$ cat config.mk
export PLATFORM = sky130hd
export DESIGN_NAME = adf_formatter
export DESIGN_NICKNAME = d
export VERILOG_FILES = /design/src/rtl/adf_pkg.sv /design/src/rtl/adf_sync.sv /design/src/rtl/adf_diff_reg.sv /design/src/rtl/adf_formatter.sv
export SDC_FILE = /design/constraint.sdc
export NUM_CORES = 1
export LEC_CHECK = 0
export ABC_AREA = 1
export BUFFER_PORTS_ARGS = -buffer_cell sky130_fd_sc_hd__clkbuf_2
export CAP_MARGIN = 25
export CELL_PAD_IN_SITES_DETAIL_PLACEMENT = 0
export CELL_PAD_IN_SITES_GLOBAL_PLACEMENT = 2
export CORE_MARGIN = 2
export CORE_UTILIZATION = 40
export CTS_CLUSTER_SIZE = 10
export DETAILED_ROUTE_END_ITERATION = 10
export PLACE_DENSITY = 0.93
export SETUP_SLACK_MARGIN = 0.15
export SYNTH_ARGS = -nofsm -noshare
export SYNTH_HDL_FRONTEND = slang
export SYNTH_SLANG_ARGS = --single-unit
export TNS_END_PERCENT = 1
$ cat constraint.sdc
create_clock -name REF_CLK_I -period 3.7 [get_ports REF_CLK_I]
set_clock_uncertainty 0.1 [all_clocks]
set_input_delay 0.555 -clock REF_CLK_I [delete_from_list [all_inputs] [get_ports REF_CLK_I]]
set_output_delay 0.555 -clock REF_CLK_I [all_outputs]
set_load 0.02 [all_outputs]
$ cat src/rtl/adf_pkg.sv
// package: widths, field positions, mode codes and reset values of the output formatter
package adf_pkg;

  // sample, select and phase counter widths
  localparam int unsigned SMP_W    = 8;
  localparam int unsigned SEL_W    = 3;
  localparam int unsigned PHASE_W  = 2;

  // rate divide select codes
  localparam logic [SEL_W-1:0] DIV_SEL_HALF    = 3'h2;
  localparam logic [SEL_W-1:0] DIV_SEL_QUARTER = 3'h4;

  // positions of the fields in the synchronised input vector
  localparam int unsigned POS_SCLK   = 0;
  localparam int unsigned POS_DATA   = 1;
  localparam int unsigned POS_OVR    = POS_DATA + SMP_W;
  localparam int unsigned POS_SPLIT  = POS_OVR + 1;
  localparam int unsigned POS_AUXA   = POS_SPLIT + 1;
  localparam int unsigned POS_AUXB   = POS_AUXA + 1;
  localparam int unsigned POS_SEL    = POS_AUXB + 1;
  localparam int unsigned POS_RSTP   = POS_SEL + SEL_W;
  localparam int unsigned POS_RSTN   = POS_RSTP + 1;
  localparam int unsigned SYNC_W     = POS_RSTN + 1;

  // sample phase positions inside a pairing sequence
  localparam logic [PHASE_W-1:0] PH_FIRST  = 2'h0;
  localparam logic [PHASE_W-1:0] PH_SECOND = 2'h1;
  localparam logic [PHASE_W-1:0] PH_THIRD  = 2'h2;

  // reset values
  localparam logic [SMP_W-1:0]   PORT_RST   = 8'h00;
  localparam logic [SYNC_W-1:0]  SYNC_RST   = 18'h0_0000;
  localparam logic [PHASE_W-1:0] PHASE_RST  = 2'h0;

  typedef enum logic [1:0] {
    ADF_DIRECT,
    ADF_HALF,
    ADF_QUARTER
  } adf_mode_t;

  // split enable off wins; an unknown select with split on acts as half rate
  function automatic adf_mode_t adf_decode_mode(input logic split_on, input logic [SEL_W-1:0] sel);
    adf_mode_t m;
    m = ADF_DIRECT;
    if (!split_on) begin
      m = ADF_DIRECT;
    end else if (sel == DIV_SEL_QUARTER) begin
      m = ADF_QUARTER;
    end else begin
      m = ADF_HALF;
    end
    return m;
  endfunction : adf_decode_mode

endpackage : adf_pkg

$ cat src/rtl/adf_sync.sv
// module: two flip-flop synchroniser for a vector of pin-level inputs
module adf_sync
  import adf_pkg::*;
#(
  parameter int unsigned W = SYNC_W
) (
  input  wire logic         clk_i,
  input  wire logic         rst_n_i,
  input  wire logic [W-1:0] async_i,
  output logic      [W-1:0] sync_o
);

  logic [W-1:0] meta_reg;
  logic [W-1:0] sync_reg;

  // first stage feeds only the second stage
  always_ff @(posedge clk_i or negedge rst_n_i) begin
    if (!rst_n_i) begin
      meta_reg <= '0;
      sync_reg <= '0;
    end else begin
      meta_reg <= async_i;
      sync_reg <= meta_reg;
    end
  end

  assign sync_o = sync_reg;

endmodule : adf_sync

$ cat src/rtl/adf_diff_reg.sv
// module: registered true/complement output pair with a pull-up shutdown
module adf_diff_reg #(
  parameter int unsigned W = 1
) (
  input  wire logic         clk_i,
  input  wire logic         rst_n_i,
  input  wire logic [W-1:0] d_i,
  input  wire logic         off_i,
  output logic      [W-1:0] p_o,
  output logic      [W-1:0] n_o
);

  logic [W-1:0] p_reg;
  logic [W-1:0] n_reg;
  logic [W-1:0] p_next;
  logic [W-1:0] n_next;

  // a shut-down port lets both phases float up, so both read high
  always_comb begin
    p_next = d_i | {W{off_i}};
    n_next = ~d_i | {W{off_i}};
  end

  // reset shows a clean logic zero on every pair
  always_ff @(posedge clk_i or negedge rst_n_i) begin
    if (!rst_n_i) begin
      p_reg <= '0;
      n_reg <= '1;
    end else begin
      p_reg <= p_next;
      n_reg <= n_next;
    end
  end

  assign p_o = p_reg;
  assign n_o = n_reg;

endmodule : adf_diff_reg

$ cat src/rtl/adf_formatter.sv
// module: output demultiplexer and formatter of the converter's sample ports
//
// Operation
// half-rate mode puts two consecutive samples on both ports, one strobe each.
// controller selects half rate with split and both auxiliary enables on, select 2.
// split off means direct mode, primary port only, divide select ignored.
// two auxiliary enables; off in direct mode shuts the auxiliary port down.
// quarter-rate mode drops every other sample, pairs the rest across both ports.
// controller selects quarter rate with split and both enables on, select 4.
// one differential overrange flag serves both primary and auxiliary ports.
// in split modes overrange flags when either port sample is out of range.
// in direct mode overrange follows only the primary port sample.
// samples are taken on the rising edge of the true sample clock phase.
// data and overrange change on strobe rise; receiver captures on strobe fall.
// while the splitter reset is asserted the demultiplexer state is reset.
// a differential reset output resets external demultiplexers in step.
// sample-to-port order never depends on the strobe phase.
// an undriven reset input reads as deasserted.
// mode table: split off direct; on with 2 half; on with 4 quarter.
// each port is bit 0 lsb to bit 7 msb, true and complement outputs.
// in split modes the earlier sample goes primary, the later auxiliary.
// after reset release pairing restarts at a known phase; reset out follows in.
module adf_formatter
  import adf_pkg::*;
(
  input  wire logic             REF_CLK_I,
  input  wire logic             RESET_N_I,
  input  wire logic             SAMPLE_CLK_P_I,
  input  wire logic [SMP_W-1:0] SAMPLE_DATA_I,
  input  wire logic             SAMPLE_OVR_I,
  input  wire logic             SPLIT_OUTPUT_ENABLE_I,
  input  wire logic             SECOND_PORT_ON_A_I,
  input  wire logic             SECOND_PORT_ON_B_I,
  input  wire logic [SEL_W-1:0] RATE_DIVIDE_SELECT_I,
  input  wire logic             SPLITTER_RESET_IN_P_I,
  input  wire logic             SPLITTER_RESET_IN_N_I,
  output logic      [SMP_W-1:0] PRIMARY_PORT_BIT_P_O,
  output logic      [SMP_W-1:0] PRIMARY_PORT_BIT_N_O,
  output logic      [SMP_W-1:0] AUXILIARY_PORT_BIT_P_O,
  output logic      [SMP_W-1:0] AUXILIARY_PORT_BIT_N_O,
  output logic                  OVERRANGE_P_O,
  output logic                  OVERRANGE_N_O,
  output logic                  OUTPUT_STROBE_P_O,
  output logic                  OUTPUT_STROBE_N_O,
  output logic                  SPLITTER_RESET_OUT_P_O,
  output logic                  SPLITTER_RESET_OUT_N_O
);

  // ---------------------------------------------------------------
  // pin synchronisation
  // ---------------------------------------------------------------

  logic [SYNC_W-1:0] pins_async;
  logic [SYNC_W-1:0] pins_sync;

  // every pin crosses through the same two stages, so data and clock
  // keep their relative timing; data must be stable around the rising
  // sample clock edge for at least one reference clock period
  assign pins_async = {SPLITTER_RESET_IN_N_I,
                       SPLITTER_RESET_IN_P_I,
                       RATE_DIVIDE_SELECT_I,
                       SECOND_PORT_ON_B_I,
                       SECOND_PORT_ON_A_I,
                       SPLIT_OUTPUT_ENABLE_I,
                       SAMPLE_OVR_I,
                       SAMPLE_DATA_I,
                       SAMPLE_CLK_P_I};

  adf_sync #(
    .W (SYNC_W)
  ) u_pin_sync (
    .clk_i   (REF_CLK_I),
    .rst_n_i (RESET_N_I),
    .async_i (pins_async),
    .sync_o  (pins_sync)
  );

  // unpacked synchronised fields
  logic             s_sclk;
  logic [SMP_W-1:0] s_data;
  logic             s_ovr;
  logic             s_split;
  logic             s_aux_a;
  logic             s_aux_b;
  logic [SEL_W-1:0] s_sel;
  logic             s_rst_p;
  logic             s_rst_n;

  assign s_sclk  = pins_sync[POS_SCLK];
  assign s_data  = pins_sync[POS_DATA +: SMP_W];
  assign s_ovr   = pins_sync[POS_OVR];
  assign s_split = pins_sync[POS_SPLIT];
  assign s_aux_a = pins_sync[POS_AUXA];
  assign s_aux_b = pins_sync[POS_AUXB];
  assign s_sel   = pins_sync[POS_SEL +: SEL_W];
  assign s_rst_p = pins_sync[POS_RSTP];
  assign s_rst_n = pins_sync[POS_RSTN];

  // ---------------------------------------------------------------
  // sample clock edge detection and control decode
  // ---------------------------------------------------------------

  logic      sclk_d_reg;
  logic      sclk_d_next;
  logic      sclk_rise;
  logic      sclk_fall;
  logic      splitter_rst;
  logic      aux_off;
  adf_mode_t mode;

  // edges of the true clock phase, seen after synchronisation
  always_comb begin
    sclk_d_next = s_sclk;
    sclk_rise   = s_sclk & ~sclk_d_reg;
    sclk_fall   = ~s_sclk & sclk_d_reg;
  end

  always_ff @(posedge REF_CLK_I or negedge RESET_N_I) begin
    if (!RESET_N_I) begin
      sclk_d_reg <= 1'b0;
    end else begin
      sclk_d_reg <= sclk_d_next;
    end
  end

  // an open input self-biases with the true leg below the complement,
  // which reads as p=0/n=1 and so never asserts
  assign splitter_rst = s_rst_p & ~s_rst_n;

  // mode table; the select is only looked at with split enabled
  assign mode = adf_decode_mode(s_split, s_sel);

  // either auxiliary enable off in direct mode powers the port down
  assign aux_off = (mode == ADF_DIRECT) & (~s_aux_a | ~s_aux_b);

  // ---------------------------------------------------------------
  // demultiplexer state
  // ---------------------------------------------------------------

  logic [PHASE_W-1:0] phase_reg;
  logic [PHASE_W-1:0] phase_next;
  adf_mode_t          mode_reg;
  adf_mode_t          mode_next;
  logic [SMP_W-1:0]   held_data_reg;
  logic [SMP_W-1:0]   held_data_next;
  logic               held_ovr_reg;
  logic               held_ovr_next;
  logic [SMP_W-1:0]   pri_reg;
  logic [SMP_W-1:0]   pri_next;
  logic [SMP_W-1:0]   aux_reg;
  logic [SMP_W-1:0]   aux_next;
  logic               ovr_reg;
  logic               ovr_next;
  logic               strobe_reg;
  logic               strobe_next;
  logic               rst_out_reg;
  logic               rst_out_next;

  // the phase counter counts samples, not strobes, so the port order
  // stays fixed whatever the strobe phase happens to be
  always_comb begin
    phase_next     = phase_reg;
    mode_next      = mode;
    held_data_next = held_data_reg;
    held_ovr_next  = held_ovr_reg;
    pri_next       = pri_reg;
    aux_next       = aux_reg;
    ovr_next       = ovr_reg;
    strobe_next    = strobe_reg;
    if (splitter_rst) begin
      // hold pairing at its first phase for as long as reset stands
      phase_next  = PHASE_RST;
      strobe_next = 1'b0;
    end else if (mode != mode_reg) begin
      // a mode change restarts pairing rather than mixing sequences
      phase_next  = PHASE_RST;
      strobe_next = 1'b0;
    end else if (sclk_rise) begin
      case (mode)
        ADF_DIRECT: begin
          // every sample lands on the primary port alone
          pri_next    = s_data;
          ovr_next    = s_ovr;
          strobe_next = 1'b1;
          phase_next  = PHASE_RST;
        end
        ADF_HALF: begin
          if (phase_reg == PH_FIRST) begin
            // earlier sample waits; strobe falls mid window
            held_data_next = s_data;
            held_ovr_next  = s_ovr;
            strobe_next    = 1'b0;
            phase_next     = PH_SECOND;
          end else begin
            // later sample completes the pair, both ports update
            pri_next    = held_data_reg;
            aux_next    = s_data;
            ovr_next    = held_ovr_reg | s_ovr;
            strobe_next = 1'b1;
            phase_next  = PH_FIRST;
          end
        end
        ADF_QUARTER: begin
          case (phase_reg)
            PH_FIRST: begin
              held_data_next = s_data;
              held_ovr_next  = s_ovr;
              strobe_next    = 1'b0;
            end
            PH_THIRD: begin
              pri_next    = held_data_reg;
              aux_next    = s_data;
              ovr_next    = held_ovr_reg | s_ovr;
              strobe_next = 1'b1;
            end
            default: begin
              // odd samples are dropped, ports untouched
              held_data_next = held_data_reg;
            end
          endcase
          phase_next = PHASE_W'(phase_reg + 2'h1);
        end
        default: begin
          phase_next = PHASE_RST;
        end
      endcase
    end else if (sclk_fall && (mode == ADF_DIRECT)) begin
      // in direct mode the strobe falls half a sample period in
      strobe_next = 1'b0;
    end
  end

  // the reset output is a registered copy of the synchronised input;
  // after the output register it reaches the pins one edge after this demultiplexer resets
  assign rst_out_next = splitter_rst;

  always_ff @(posedge REF_CLK_I or negedge RESET_N_I) begin
    if (!RESET_N_I) begin
      phase_reg     <= PHASE_RST;
      mode_reg      <= ADF_DIRECT;
      held_data_reg <= PORT_RST;
      held_ovr_reg  <= 1'b0;
      pri_reg       <= PORT_RST;
      aux_reg       <= PORT_RST;
      ovr_reg       <= 1'b0;
      strobe_reg    <= 1'b0;
      rst_out_reg   <= 1'b0;
    end else begin
      phase_reg     <= phase_next;
      mode_reg      <= mode_next;
      held_data_reg <= held_data_next;
      held_ovr_reg  <= held_ovr_next;
      pri_reg       <= pri_next;
      aux_reg       <= aux_next;
      ovr_reg       <= ovr_next;
      strobe_reg    <= strobe_next;
      rst_out_reg   <= rst_out_next;
    end
  end

  // ---------------------------------------------------------------
  // differential output stage
  // ---------------------------------------------------------------

  // all pairs pass one common register so data, flag and strobe stay
  // time-aligned; the strobe fall then sits mid data window
  adf_diff_reg #(
    .W (SMP_W)
  ) u_pri_out (
    .clk_i   (REF_CLK_I),
    .rst_n_i (RESET_N_I),
    .d_i     (pri_reg),
    .off_i   (1'b0),
    .p_o     (PRIMARY_PORT_BIT_P_O),
    .n_o     (PRIMARY_PORT_BIT_N_O)
  );

  adf_diff_reg #(
    .W (SMP_W)
  ) u_aux_out (
    .clk_i   (REF_CLK_I),
    .rst_n_i (RESET_N_I),
    .d_i     (aux_reg),
    .off_i   (aux_off),
    .p_o     (AUXILIARY_PORT_BIT_P_O),
    .n_o     (AUXILIARY_PORT_BIT_N_O)
  );

  // one flag for both ports
  adf_diff_reg #(
    .W (1)
  ) u_ovr_out (
    .clk_i   (REF_CLK_I),
    .rst_n_i (RESET_N_I),
    .d_i     (ovr_reg),
    .off_i   (1'b0),
    .p_o     (OVERRANGE_P_O),
    .n_o     (OVERRANGE_N_O)
  );

  adf_diff_reg #(
    .W (1)
  ) u_strobe_out (
    .clk_i   (REF_CLK_I),
    .rst_n_i (RESET_N_I),
    .d_i     (strobe_reg),
    .off_i   (1'b0),
    .p_o     (OUTPUT_STROBE_P_O),
    .n_o     (OUTPUT_STROBE_N_O)
  );

  adf_diff_reg #(
    .W (1)
  ) u_rst_out (
    .clk_i   (REF_CLK_I),
    .rst_n_i (RESET_N_I),
    .d_i     (rst_out_reg),
    .off_i   (1'b0),
    .p_o     (SPLITTER_RESET_OUT_P_O),
    .n_o     (SPLITTER_RESET_OUT_N_O)
  );

endmodule : adf_formatter

# Yosys cells after proc, flatten, opt, wreduce, memory -nomap -nowiden
# Cells that the tools add are included.
[totals]
wordCells = 87
input_bits = 20
out_inout_bits = 38
regBits = 107
[op_classes]
reduce_logical = 12
add_sub_neg = 1
n_bitwise = 20
n_eq_ne = 9
muxes = 23
[op_table]
columns = ["cell", "count"]
rows = [
  ["two-way mux 8 bit", 4],
  ["case mux 8 bit (3 select lines)", 1],
  ["NOT 8 bit", 2],
  ["OR 8 bit", 2],
  ["case mux 8 bit (2 select lines)", 1],
  ["AND reduction 6 bit", 2],
  ["two-way mux 2 bit", 5],
  ["NOT 1 bit", 10],
  ["two-way mux 1 bit", 8],
  ["inequality test 6 x 1 -> 1 bit (second input constant)", 1],
  ["inequality test 6 bit (second input constant)", 1],
  ["case mux 1 bit (3 select lines)", 2],
  ["nonzero test 3 bit", 2],
  ["AND reduction 5 bit", 1],
  ["AND 1 bit", 4],
  ["equality test 2 bit (second input constant)", 2],
  ["zero test 2 bit", 2],
  ["inequality test 2 bit (second input constant)", 2],
  ["case mux 2 bit (2 select lines)", 1],
  ["nonzero test 4 bit", 1],
  ["equality test 3 bit (second input constant)", 1],
  ["AND reduction 3 bit", 1],
  ["adder 2 x 1 -> 2 bit (second input constant)", 1],
  ["equality test 2 x 1 -> 1 bit (second input constant)", 1],
  ["other kinds (6)", 7],
]

# Longest topological paths before layout
# Gate-level depths: netlist (run 1).
[logic_depth]
depth_word = 9
ltp_mapped = 11
ltp_nobuf = 10

# By module
# From an unflattened synthesis (run 1), not the netlist that was laid out.
[unflattened]
hier_cells = 310
area_unflattened_um2 = 3753.6
[by_module_without_submodules]
columns = ["module", "seq_area_each_um2", "n_inst", "cells_each", "area_each_um2"]
rows = [
  ["adf_formatter", 825.8, 1, 172, 1622.8],
  ["adf_diff_reg at u_aux_out ...", 410.4, 2, 42, 515.5],
  ["adf_sync", 900.9, 1, 36, 900.9],
  ["adf_diff_reg at u_ovr_out ...", 51.3, 3, 6, 66.3],
]

# Worst setup path after synthesis (run 1)
# No wires, ideal clock.
[synth_path]
path_type = "flip-flop to flip-flop"
startpoint = "reg u_pin_sync.sync_reg[14] (netlist: u_pin_sync.sync_o[14])"
endpoint = "reg strobe_reg"
path_buffers = 1
setup_slack_ns = 2.246
period_less_slack_ns = 1.454
arrival_ns = 1.235
required_time_ns = 3.481
stages_incl_launch_ff = 8
setup_ns = 0.119
path_cell_list = "dfrtp_1 nor2_4 nand3_2 o21ai_2 nor2_8 nand2_4 buf_6 nand2_1"
[synth_between]
elab_chain_cells = 8
word_cells_on_any_way = 16
classes_between = "eq/ne: 6; mux: 6; reduce/logical: 4"
[synth_rtl]
columns = ["item", "line", "text"]
rows = [
  ["start: declaration", "adf_sync.sv:14", "logic [W-1:0] sync_reg;"],
  ["start signal: assignment", "adf_sync.sv:23", "sync_reg <= meta_reg;"],
  ["equality test 3 bit (*)", "adf_pkg.sv:47", "end else if (sel == DIV_SEL_QUARTER) begin"],
  ["two-way mux 2 bit (*)", "adf_pkg.sv:47", ""],
  ["two-way mux 2 bit (*)", "adf_pkg.sv:45", "if (!split_on) begin"],
  ["equality test 2 bit, or another cell as far along", "adf_formatter.sv:179", "case (mode)"],
  ["case mux 1 bit (3 select lines)", "adf_formatter.sv:179", ""],
  ["two-way mux 1 bit", "adf_formatter.sv:178", "end else if (sclk_rise) begin"],
  ["two-way mux 1 bit", "adf_formatter.sv:174", "end else if (mode != mode_reg) begin"],
  ["two-way mux 1 bit", "adf_formatter.sv:170", "if (splitter_rst) begin"],
  ["end signal: assignment", "adf_formatter.sv:256", "strobe_reg <= strobe_next;"],
  ["end: declaration", "adf_formatter.sv:154", "logic strobe_reg;"],
]
# Every way passes the cells marked *; elsewhere a longest branch is shown, timed or not.
# A chain may end at the register's enable or synchronous reset.

# Final worst setup path (run 1)
[layout_path]
startpoint = "reg u_pin_sync.sync_reg[10] (netlist: u_pin_sync.sync_o[10])"
endpoint = "reg pri_reg[5]"
[layout_between]
elab_chain_cells = 4
word_cells_on_any_way = 11
classes_between = "eq/ne: 5; mux: 2; bitwise: 1; reduce/logical: 3"
[layout_rtl]
columns = ["item", "line", "text"]
rows = [
  ["two-way mux 2 bit (*)", "adf_pkg.sv:45", ""],
  ["equality test 2 bit, or another cell as far along", "adf_formatter.sv:179", ""],
  ["inequality test 2 bit (no source line), or another cell as far along", "n/a", ""],
  ["AND reduction 6 bit (no source line)", "n/a", ""],
  ["end signal: assignment", "adf_formatter.sv:253", "pri_reg <= pri_next;"],
  ["end: declaration", "adf_formatter.sv:148", "logic [SMP_W-1:0] pri_reg;"],
]
# Marks and branches as above.

==> results of run 1 <==
[through the flow]
stage               instance area, sq um  worst slack [ns]  hold WS [ns]  std cells
floorplan                           3640              2.25         0.159        282
global placement                    4030              1.47         0.232        442
detailed placement                  4030              1.42         0.235        442
CTS                                 4210              1.40        0.0714        458
global route                        4210              1.19        0.0825        458
finish                              4210              1.43        0.0703        458
[cells by family (layout without fill, tap and decap cells)]
group / count (synthesis) / count (layout) / synth area share (%)
compound gates: 14 / 14 / 2.99
fa+ha+maj: 2 / 2 / 0.687
buf+inv: 39 / 107 / 4.98
flops: 107 / 107 / 74.1
mux: 8 / 8 / 2.20
simple gates: 112 / 112 / 15.0
[worst paths after layout]
check / startpoint / end / slack [ns]
worst max-delay path: u_pin_sync.sync_o[10] / pri_reg[5] / 1.43
worst min-delay path: RESET_N_I / u_aux_out.p_o[1] / 0.07
worst max register to register: u_pin_sync.sync_o[10] / pri_reg[5] / 1.43
worst min register to register: u_pin_sync.meta_reg[11] / u_pin_sync.sync_o[11] / 0.26
max in group asynchronous: RESET_N_I / u_pri_out.n_o[2] / 2.54
min in group REF_CLK_I: RATE_DIVIDE_SELECT_I[1] / u_pin_sync.meta_reg[14] / 0.19
[where the power goes]
part	switching (W)	total [W]	leakage [nW]	internal, W
Clock	0.000399	0.000654	0.0844	0.000255
Combinational	0.000292	0.000440	0.772	0.000148
Sequential	0.000100	0.00150	1.28	0.00140
Total	0.000790	0.00260	2.13	0.00181
[cell type report]
type,count,area (sq um),share of cell area (%)
sequential,107,2700,64.2
inverter,32,126,3.00
clock buffer,9,124,2.94
tap,108,135,3.21
clock inverter,7,60.1,1.43
timing repair buffer,59,303,7.19
multi-input combinational,136,761,18.1
[synthesized netlist by cell type (3+ instances only)]
cell type,n,area share (%)
sky130_fd_sc_hd__nand2_4,3,0.93
sky130_fd_sc_hd__dfstp_2,19,14
sky130_fd_sc_hd__nand3_1,12,1.6
sky130_fd_sc_hd__nand3_2,3,0.82
sky130_fd_sc_hd__inv_1,30,3.1
sky130_fd_sc_hd__nand2_2,3,0.52
sky130_fd_sc_hd__buf_4,3,0.62
sky130_fd_sc_hd__dfrtp_1,88,60
sky130_fd_sc_hd__o21ai_2,10,2.4
sky130_fd_sc_hd__nand4_1,12,2.1
sky130_fd_sc_hd__mux2i_1,8,2.2
sky130_fd_sc_hd__nor2_1,3,0.31
sky130_fd_sc_hd__nand2_1,70,7.2
[worst max-delay path: stages, from the launching register on]
cell and delay [ns]:
sky130_fd_sc_hd__dfrtp_1 0.99, sky130_fd_sc_hd__nand3_2 0.23, sky130_fd_sc_hd__nand2_1 0.11, sky130_fd_sc_hd__nand2_1 0.07, sky130_fd_sc_hd__clkinv_2 0.07, sky130_fd_sc_hd__nand2_4 0.06, sky130_fd_sc_hd__inv_6 0.15, sky130_fd_sc_hd__nand2_4 0.19
sky130_fd_sc_hd__nand2_1 0.12, sky130_fd_sc_hd__o21ai_2 0.05
[layer usage]
layer,global-route usage [%],up-vias
li1,-,1010
met1,16.1,990
met4,6.01,0
met3,3.87,4
met2,19.2,48
met5,0,-
==> metrics.md, run 1 <==
| Metric | Value |
|---|---|
| Status | complete, no violations |
| Cells after Synth | 282 |
| Critical Path Sink Type | flop |
| Number of antenna violations at the first check in global routing | 0 |
| Total count of hold-check failures in the final report | 0 |
| Detail Route met3 WL | 258 microns |
| EDFF count, synth | 0 |
| Mean area per synthesized cell | 12.9 sq um |
| Synth warn | 0 |
| Total power | 0.00260 W |
| Detailed-routed wire length on met2 | 2630 microns |
| NumNets Final | 367 |
| TritonCTS clock tree | built |
| R2r worst-path depth | 9 |
| Pin count of the biggest net entering global routing | 45 |
| Antenna cell count | 0 |
| Maximum clock rate | 441 MHz |
| Wirelength per Cell | 12.1 microns |
| Number of cell rows | 34 |
| Drt first-iter violations | 125 |
| Max-cap violations | 0 |
| Commonest cells after routing, fill and taps aside | 88 x sky130_fd_sc_hd__dfrtp_1, 70 x sky130_fd_sc_hd__nand2_1, 56 x sky130_fd_sc_hd__clkbuf_2 |
| Main flop type after synthesis | sky130_fd_sc_hd__dfrtp_1 |
| Die H | 99.4 microns |
| Final GP Congestion | 0.799 |
| Static leakage | 2.13 nW |
| First-pass GRT wire length | 9550 microns |
| Unrepaired setup endpoints after global routing | false |
| Clock buffer count from CTS | 9 |
| CP arrival | 2.41 ns |
| Number of clock sinks seen by CTS | 107 |
| Hold Buf Count CTS | 0 |
| Initial core utilization | 41.6% |
| Number of routed nets with antenna violations | 0 |
| Sum Neg Setup Slack | 0 ns |
| Clock network latency to the later pin of the worst-skew pair | 0.36 ns |
| Clock-pin transition on the worst setup and hold timing paths | 0.10 ns |
| Fraction of registers with async set or reset after synthesis | 100% |
| Number of library cell types mapped by synthesis | 26 |
| Class of the worst hold path | in2async |
| Category of the worst setup path launch point | flop |
| Most common cell after layout, fill and taps aside | sky130_fd_sc_hd__dfrtp_1 |
| Synthesized netlist net count | 304 |
| Count of filler cells inserted in the layout | 801 |
| Routed metal-1 wirelength | 2600 microns |
| Headroom to the max-slew limit | 35.1% |
| Final wirelength | 5550 microns |
| All-Layer GR Usage | 12.4% |
| CTS HTree Levels | 3 |
| Post-CTS setup buffers | 0 |
| Maximum clock path buffer count | 2 |
| Via count | 2052 |
| Post-synthesis sequential area ratio | 74.1% |
| Netlist Area Pre-Place | 0.00364 sq mm |
| IO buf count | 57 |
| Worst setup path class | reg2reg |
| Final core utilization | 48.0% |
| Final period util | 61.3% |
| Post-DP HPWL | 3830 microns |
| Worst ir drop on vdd | 0.235 mV |
| Layout Area Growth over Synthesis | 15.6% |
| Routed via count divided by cell count | 4.48 |
| Die width | 99.4 microns |
| Setup violation total in the final timing report | 0 |
| Uppermost routed layer | met4 |
| CP Max Fanout | 25 |
| Total count of max-transition violations in the final report | 0 |
| Min Clock Period, post-route | 2.27 ns |
| Post-CTS sizing | 0 |
| Transition time at the pin with the least slew margin | 0.973 ns |
| # DRC | 0 |
| I/O pin total | 58 |
| Power density normalized to cell area | 617 mW/mm^2 |
| Via count of the first global-routing pass | 2038 |
| Sum of overflow across all layers after global routing | 0 |
| Clk Tree Root Cell | sky130_fd_sc_hd__clkbuf_8 |
| Required time at the worst-slack endpoint | 3.84 ns |
| Detailed Routing Iterations Pass 1 | 4 |
| Die outline area | 0.00989 sq mm |
| Register bit count reported by yosys | 107 |
| Core Box Area | 0.00876 sq mm |
| Ratio of cells with drive above 1 in the final layout | 34.3% |
(Power assumes the default switching activity.)
==> run 2, diff against run 1 <==
--- a/config.mk
+++ b/config.mk
@@ -11,10 +11,10 @@
 export CELL_PAD_IN_SITES_DETAIL_PLACEMENT = 0
 export CELL_PAD_IN_SITES_GLOBAL_PLACEMENT = 2
 export CORE_MARGIN = 2
-export CORE_UTILIZATION = 40
+export CORE_UTILIZATION = 37
 export CTS_CLUSTER_SIZE = 10
 export DETAILED_ROUTE_END_ITERATION = 10
-export PLACE_DENSITY = 0.93
+export PLACE_DENSITY = 0.88
 export SETUP_SLACK_MARGIN = 0.15
 export SYNTH_ARGS = -nofsm -noshare
 export SYNTH_HDL_FRONTEND = slang
==> constraint.sdc (replaced) <==
create_clock -name REF_CLK_I -period 2.1 [get_ports REF_CLK_I]
set_clock_uncertainty 0.1 [all_clocks]
set_input_delay 0.315 -clock REF_CLK_I [delete_from_list [all_inputs] [get_ports REF_CLK_I]]
set_output_delay 0.315 -clock REF_CLK_I [all_outputs]
set_load 0.02 [all_outputs]
==> run 2 against run 1 <==
Final cell count up 9.8%. Die area up 7.8%. Clock power up 93%. Sequential power up 76%. Core utilization down 1.8 points. Largest power group unchanged. Highest routed layer unchanged.
==> metrics.md, run 2 (same netlist as run 1, synthesis figures left out) <==
| Metric | Value |
|---|---|
| Uppermost routed layer | met4 |
| Die outline area | 0.0107 sq mm |
| Post-detailed-placement cell area | 0.00408 sq mm |
| Worst ir drop on vdd | 0.361 mV |
| Max-cap violations | 0 |
| CP arrival | 1.89 ns |
| Detailed Routing Iterations Pass 1 | 4 |
| Pin count of the biggest net entering global routing | 53 |
| Maximum clock rate | 574 MHz |
| Clk Tree Root Cell | sky130_fd_sc_hd__clkbuf_8 |
| Final wirelength | 5640 microns |
| Status | complete, no violations |
| Detailed-routed wire length on met2 | 2590 microns |
| Total count of max-transition violations in the final report | 0 |
| Total power | 0.00471 W |
| Headroom to the max-slew limit | 67.0% |
| Detail Route met3 WL | 215 microns |
| Number of antenna violations at the first check in global routing | 0 |
| Class of the worst hold path | reg2reg |
| First-pass GRT wire length | 9330 microns |
| Sum Neg Setup Slack | 0 ns |
| Routed via count divided by cell count | 4.15 |
| Post-CTS setup buffers | 0 |
| Final Instance Area | 0.00448 sq mm |
| Critical Path Sink Type | flop |
| Setup violation total in the final timing report | 0 |
| Drt first-iter violations | 93 |
| Category of the worst setup path launch point | flop |
| Min Clock Period, post-route | 1.74 ns |
| Hold_ws | 0.255 ns |
| Multi-input gate area | 761 sq um |
| Number of clock sinks seen by CTS | 107 |
| Required time at the worst-slack endpoint | 2.25 ns |
| Via count of the first global-routing pass | 1953 |
| Wirelength per Cell | 11.2 microns |
| Die H | 103 microns |
| Routed metal-1 wirelength | 2690 microns |
| Clock buffer count from CTS | 9 |
| # DRC | 0 |
| Clock network latency to the later pin of the worst-skew pair | 0.37 ns |
| Core Box Area | 0.00968 sq mm |
| Number of routed nets with antenna violations | 0 |
| Initial core utilization | 37.6% |
| Maximum clock path buffer count | 2 |
| All-Layer GR Usage | 11.7% |
| Antenna cell count | 0 |
| Via count | 2088 |
| Static leakage | 2.25 nW |
| Final GP Congestion | 0.761 |
| IO buf count | 57 |
| Clock-pin transition on the worst setup and hold timing paths | 0.09 ns |
| Commonest cells after routing, fill and taps aside | 88 x sky130_fd_sc_hd__dfrtp_1, 70 x sky130_fd_sc_hd__nand2_1, 56 x sky130_fd_sc_hd__clkbuf_2 |
| Die width | 103 microns |
| Area taken by flip-flops and latches | 0.00270 sq mm |
| Power density normalized to cell area | 1050 mW/mm^2 |
| Setup Slack @ Placement | 0.356 ns |
| Sum of overflow across all layers after global routing | 0 |
| Layout Area Growth over Synthesis | 22.8% |
| Unrepaired setup endpoints after global routing | false |
| Worst setup path class | reg2reg |
| Post-DP HPWL | 3840 microns |
| Final period util | 83.0% |
| Number of cell rows | 36 |
| Transition time at the pin with the least slew margin | 0.494 ns |
| Count of filler cells inserted in the layout | 900 |
| Total count of hold-check failures in the final report | 0 |
| I/O pin total | 58 |
| CP Max Fanout | 10 |
| NumNets Final | 387 |
| Ratio of cells with drive above 1 in the final layout | 32.7% |
| Most common cell after layout, fill and taps aside | sky130_fd_sc_hd__dfrtp_1 |
| TritonCTS clock tree | built |
| CTS HTree Levels | 3 |
| Final worst slack | 0.356 ns |
-- run 2: cell count changes in the layout (fill, tap and decap cells not counted), sizes merged --
| cell | before | now |
|---|---|---|
| clkinvlp | 3 | 0 |
| buf | 3 | 4 |
| bufinv | 0 | 1 |
| inv | 34 | 33 |
| dlygate4sd3 | 0 | 19 |
| clkbuf | 65 | 66 |
| clkinv | 2 | 4 |
-- run 2: layout make-up --
class	count	area share [%]
Clock buffer	10	3.08
Clock inverter	6	1.57
Inverter	32	2.82
Multi-Input combinational cell	136	17.0
Sequential cell	107	60.4
Tap cell	133	3.72
Timing Repair Buffer	79	11.5
-- run 2: metrics by stage --
stage / std cells / utilization, %
global route: 503 / 46.2
floorplan: 282 / -
finish: 503 / 46.2
global placement: 468 / 42.1
CTS: 503 / 46.2
detailed placement: 468 / 42.1
-- run 2: worst max-delay path: stages, from the launching register on --
cell and delay (ns):
sky130_fd_sc_hd__dfrtp_1 0.42, sky130_fd_sc_hd__inv_1 0.09, sky130_fd_sc_hd__ha_1 0.22, sky130_fd_sc_hd__nand2_1 0.09, sky130_fd_sc_hd__nor2_2 0.42, sky130_fd_sc_hd__nand2_4 0.16
sky130_fd_sc_hd__nand2_1 0.09, sky130_fd_sc_hd__nand2_1 0.05
-- run 2: what timing repair did --
item                                   4_1_cts  5_1_grt
hold buffers                                19        0
endpoints found under the hold margin       54        0
resized for setup                            0        0
-- run 2: worst paths after layout --
check	startpoint	endpoint	slack (ns)	cells after the start
setup reg to reg	phase_reg[0]	held_data_reg[5]	0.36	7
hold reg to reg	u_pin_sync.meta_reg[3]	u_pin_sync.sync_o[3]	0.25	0
max in group asynchronous	RESET_N_I	u_aux_out.n_o[0]	0.87	3
hold / removal	u_pin_sync.meta_reg[3]	u_pin_sync.sync_o[3]	0.25	0
min in group asynchronous	RESET_N_I	u_pin_sync.meta_reg[12]	0.35	2
setup / recovery	phase_reg[0]	held_data_reg[5]	0.36	7
-- run 2: metal layers --
layer	vias up	track usage, %
met5	-	0
met4	0	7.09
met2	54	17.5
met3	11	2.55
li1	1049	-
met1	974	15.8
-- run 2: where the power goes --
group          switching [W]  total, W  internal (W)
clock               0.000667   0.00126      0.000594
sequential          0.000163   0.00264       0.00247
combinational       0.000528  0.000816      0.000287
total                0.00136   0.00471       0.00336
==> run 3, diff against run 2 <==
--- a/config.mk
+++ b/config.mk
@@ -5,16 +5,16 @@
 export SDC_FILE = /design/constraint.sdc
 export NUM_CORES = 1
 export LEC_CHECK = 0
-export ABC_AREA = 1
+export ABC_AREA = 0
 export BUFFER_PORTS_ARGS = -buffer_cell sky130_fd_sc_hd__clkbuf_2
 export CAP_MARGIN = 25
 export CELL_PAD_IN_SITES_DETAIL_PLACEMENT = 0
 export CELL_PAD_IN_SITES_GLOBAL_PLACEMENT = 2
 export CORE_MARGIN = 2
-export CORE_UTILIZATION = 37
+export CORE_UTILIZATION = 36
 export CTS_CLUSTER_SIZE = 10
 export DETAILED_ROUTE_END_ITERATION = 10
-export PLACE_DENSITY = 0.88
+export PLACE_DENSITY = 0.86
 export SETUP_SLACK_MARGIN = 0.15
 export SYNTH_ARGS = -nofsm -noshare
 export SYNTH_HDL_FRONTEND = slang
==> constraint.sdc (replaced) <==
create_clock -name REF_CLK_I -period 1.4 [get_ports REF_CLK_I]
set_clock_uncertainty 0.1 [all_clocks]
set_input_delay 0.21 -clock REF_CLK_I [delete_from_list [all_inputs] [get_ports REF_CLK_I]]
set_output_delay 0.21 -clock REF_CLK_I [all_outputs]
set_load 0.02 [all_outputs]
==> run 3 against run 2 <==
The run now ends with setup timing left. Wire length is 2.7% lower. Via count fell by 10%. Critical path depth decreased by 1. Power is 48% higher. Sequential share of layout area shrank 3.5 points. Setup slack worse by 1.1 ns. Non-clock buffer count grew 15. First-iteration DRC count decreased by 65%. Final cell count decreased by 11%. Critical endpoint is now held_data_reg[6]. Highest routed layer unchanged.
==> metrics.md, run 3 <==
| Metric | Value |
|---|---|
| Headroom to the max-slew limit | 74.7% |
| Clk Tree Root Cell | sky130_fd_sc_hd__clkbuf_8 |
| CP Max Fanout | 9 |
| Antenna cell count | 0 |
| Min Clock Period, post-route | 2.13 ns |
| Required time at the worst-slack endpoint | 1.55 ns |
| Netlist Area Pre-Place | 0.00351 sq mm |
| Commonest cells after routing, fill and taps aside | 88 x sky130_fd_sc_hd__dfrtp_1, 31 x sky130_fd_sc_hd__clkbuf_2, 19 x sky130_fd_sc_hd__dlygate4sd3_1, 19 x sky130_fd_sc_hd__buf_8, 19 x sky130_fd_sc_hd__dfstp_2 |
| Via count | 1879 |
| Number of library cell types mapped by synthesis | 33 |
| Maximum clock path buffer count | 2 |
| Fraction of registers with async set or reset after synthesis | 100% |
| CP arrival | 2.28 ns |
| Category of the worst setup path launch point | flop |
| Cells after Synth | 209 |
| Number of routed nets with antenna violations | 0 |
| Routed via count divided by cell count | 4.20 |
| Wirelength per Cell | 12.3 microns |
| Synth top area share | 62.8% |
| Class of the worst hold path | in2async |
| Status | complete, but fails checks |
| Die width | 103 microns |
| Launch point of the worst reg-to-reg path | u_pin_sync.sync_o[13] |
| Core Box Area | 0.00959 sq mm |
| Post-synth top cells | 88 x sky130_fd_sc_hd__dfrtp_1, 19 x sky130_fd_sc_hd__dfstp_2, 17 x sky130_fd_sc_hd__mux2i_1 |
| First-pass GRT wire length | 9050 microns |
| Cells along the critical path | or3b_4 > a21oi_4 > o221ai_4 > or3_4 > buf_12 > mux2_4 |
| Post-synthesis sequential area ratio | 77.0% |
| Internal Pwr Total | 0.00504 W |
| Ratio of cells with drive above 1 in the final layout | 43.9% |
| Synth warn | 0 |
| Drt first-iter violations | 33 |
| Most common cell after layout, fill and taps aside | sky130_fd_sc_hd__dfrtp_1 |
| Total count of max-transition violations in the final report | 0 |
| # DRC | 0 |
| Final GP Congestion | 0.711 |
| Capture instance of the worst register-to-register path | held_data_reg[6] |
| Proportion of power drawn by flip-flops and latches | 55.8% |
| Register bit count reported by yosys | 107 |
| TritonCTS clock tree | built |
| Biggest area consumer among synthesized cells | sky130_fd_sc_hd__dfrtp_1 |
| Leading post-synthesis cells by cell area | sky130_fd_sc_hd__dfrtp_1 63%, sky130_fd_sc_hd__dfstp_2 14%, sky130_fd_sc_hd__mux2i_1 4.9% |
| Critical path destination | held_data_reg[6] |
| Final period util | 152% |
| R2r worst-path depth | 6 |
| Clock buffer count from CTS | 9 |
| Worst ir drop on vdd | 0.449 mV |
| Net switching power | 0.00193 W |
| CP bufs+invs | 1 |
| Main flop type after synthesis | sky130_fd_sc_hd__dfrtp_1 |
| Layout Area Growth over Synthesis | 35.6% |
| Detailed Routing Iterations Pass 1 | 4 |
| Number of cell rows | 36 |
| Transition time at the pin with the least slew margin | 0.380 ns |
| Initial core utilization | 36.6% |
| All-Layer GR Usage | 11.6% |
| Post-DP HPWL | 3670 microns |
| Combinational fraction of design power | 19.2% |
| EDFF count, synth | 0 |
| Pin count of the biggest net entering global routing | 58 |
| CTS HTree Levels | 3 |
| Worst setup path class | reg2reg |
| Hold_ws | 0.0839 ns |
| Final worst slack | -0.727 ns |
| Reg-to-reg setup timing slack | -0.73 ns |
| Die H | 103 microns |
| IO buf count | 57 |
| Clock network latency to the later pin of the worst-skew pair | 0.37 ns |
| Failing checks | setup timing |
| Number of clock sinks seen by CTS | 107 |
| Final wirelength | 5480 microns |
| Synthesized netlist net count | 231 |
| Most frequent cell after synthesis | sky130_fd_sc_hd__dfrtp_1 |
| Highest cell delay on the worst timing path | 0.43 ns |
| Dpl cells | 410 |
| Sum of overflow across all layers after global routing | 0 |
| Slowest cell on the critical path | sky130_fd_sc_hd__or3b_4 |
| I/O pin total | 58 |
| Sum Neg Setup Slack | -18.47 ns |
| Setup violation total in the final timing report | 29 |
| Number of antenna violations at the first check in global routing | 0 |
| Beginning of the critical path | u_pin_sync.sync_o[13] |
| Unrepaired setup endpoints after global routing | true |
| NumNets Final | 331 |
| Clock-pin transition on the worst setup and hold timing paths | 0.09 ns |
| Critical Path Sink Type | flop |
| WP depth | 6 |
| Fraction of power spent switching nets | 27.7% |
| Non-filler instance count after layout | 447 |
| Static leakage | 2.31 nW |
| Die outline area | 0.0105 sq mm |
| Cell family with the largest share of critical-path delay | simple AND/OR/NAND/NOR gates |
| Clk pwr share | 24.9% |
| Maximum clock rate | 470 MHz |
| Power density normalized to cell area | 1470 mW/mm^2 |
| Max-cap violations | 0 |
| Via count of the first global-routing pass | 1845 |
| Mean area per synthesized cell | 16.8 sq um |
| Total count of hold-check failures in the final report | 0 |
## run 3: what timing repair did
action / in CTS / in global routing
setup endpoints to repair: 65 / 55
gates resized for setup: 42 / 30
cloned: 0 / 0
hold buffers: 19 / 0
hold endpoints to repair: 113 / 0
setup buffers: 1 / 1
pin swaps: 1 / 1
## run 3: cell families (layout without fill, tap and decap cells)
family                     count (synthesis)  after routing  share of synthesized area [%]
AOI/OAI and AO/OA                         11             11                           2.28
xor gates and xnor gates                   2              2                          0.714
and+or+nand+nor                           34             34                           5.67
buffers and inverters                     19            124                           2.32
adders and majority gates                  2              2                          0.713
muxes                                     34             34                           11.3
DFF                                      107            107                           77.0
## run 3: layer usage
| metal | vias to the layer above | GRT usage (%) | part of all wire, % |
|---|---|---|---|
| met5 | - | 0 | 0 |
| met4 | 0 | 6.77 | 2.4 |
| met3 | 11 | 2.51 | 3.2 |
| met2 | 42 | 16.9 | 49 |
| met1 | 941 | 16.0 | 45 |
| li1 | 885 | - | - |
## run 3: power groups by stage
stage | clock (W) | combinational, W | sequential (W)
6_report | 0.00174 | 0.00134 | 0.00389
5_1_grt | 0.00194 | 0.00146 | 0.00395
4_1_cts | 0.00182 | 0.00131 | 0.00386
3_5_place_dp | 0 | 0.00109 | 0.00390
3_3_place_gp | 0 | 0.00106 | 0.00389
2_1_floorplan | 0 | 0.000357 | 0.00419
## run 3: worst min-delay path by stage
stage	to	depth (start not counted)
floorplan	aux_reg[0]	0
global placement	u_pin_sync.meta_reg[10]	1
detailed placement	u_pin_sync.meta_reg[10]	1
CTS	u_pin_sync.meta_reg[10]	2
global route	u_pin_sync.meta_reg[10]	2
finish	u_pin_sync.meta_reg[10]	2
## run 3: worst register-to-register path: stages, from the launching register on
cell and delay [ns]:
sky130_fd_sc_hd__dfrtp_1 0.40, sky130_fd_sc_hd__or3b_4 0.43, sky130_fd_sc_hd__a21oi_4 0.15, sky130_fd_sc_hd__o221ai_4 0.13, sky130_fd_sc_hd__or3_4 0.36, sky130_fd_sc_hd__buf_12 0.16, sky130_fd_sc_hd__mux2_4 0.29
## run 3: stage by stage
stage          setup slack [ns]  total power, W  utilization, %  area [sq um]
6_report                 -0.727         0.00697            49.6          4750
5_1_grt                  -0.786         0.00735            49.6          4750
4_1_cts                  -0.730         0.00699            49.0          4700
3_5_place_dp             -0.754         0.00499            43.1          4130
3_3_place_gp             -0.719         0.00496            43.1          4130
2_1_floorplan            -0.677         0.00455               -          3530
## run 3: area by class of cell
cell class              count  area [sq um]
clock buffers               9           124
well taps                 133           166
fillers                   819          4840
flip-flops and latches    107          2700
clock inverters             7          61.3
repair buffers             94           893
inverters                  14          52.6
multi-input cells          83           756
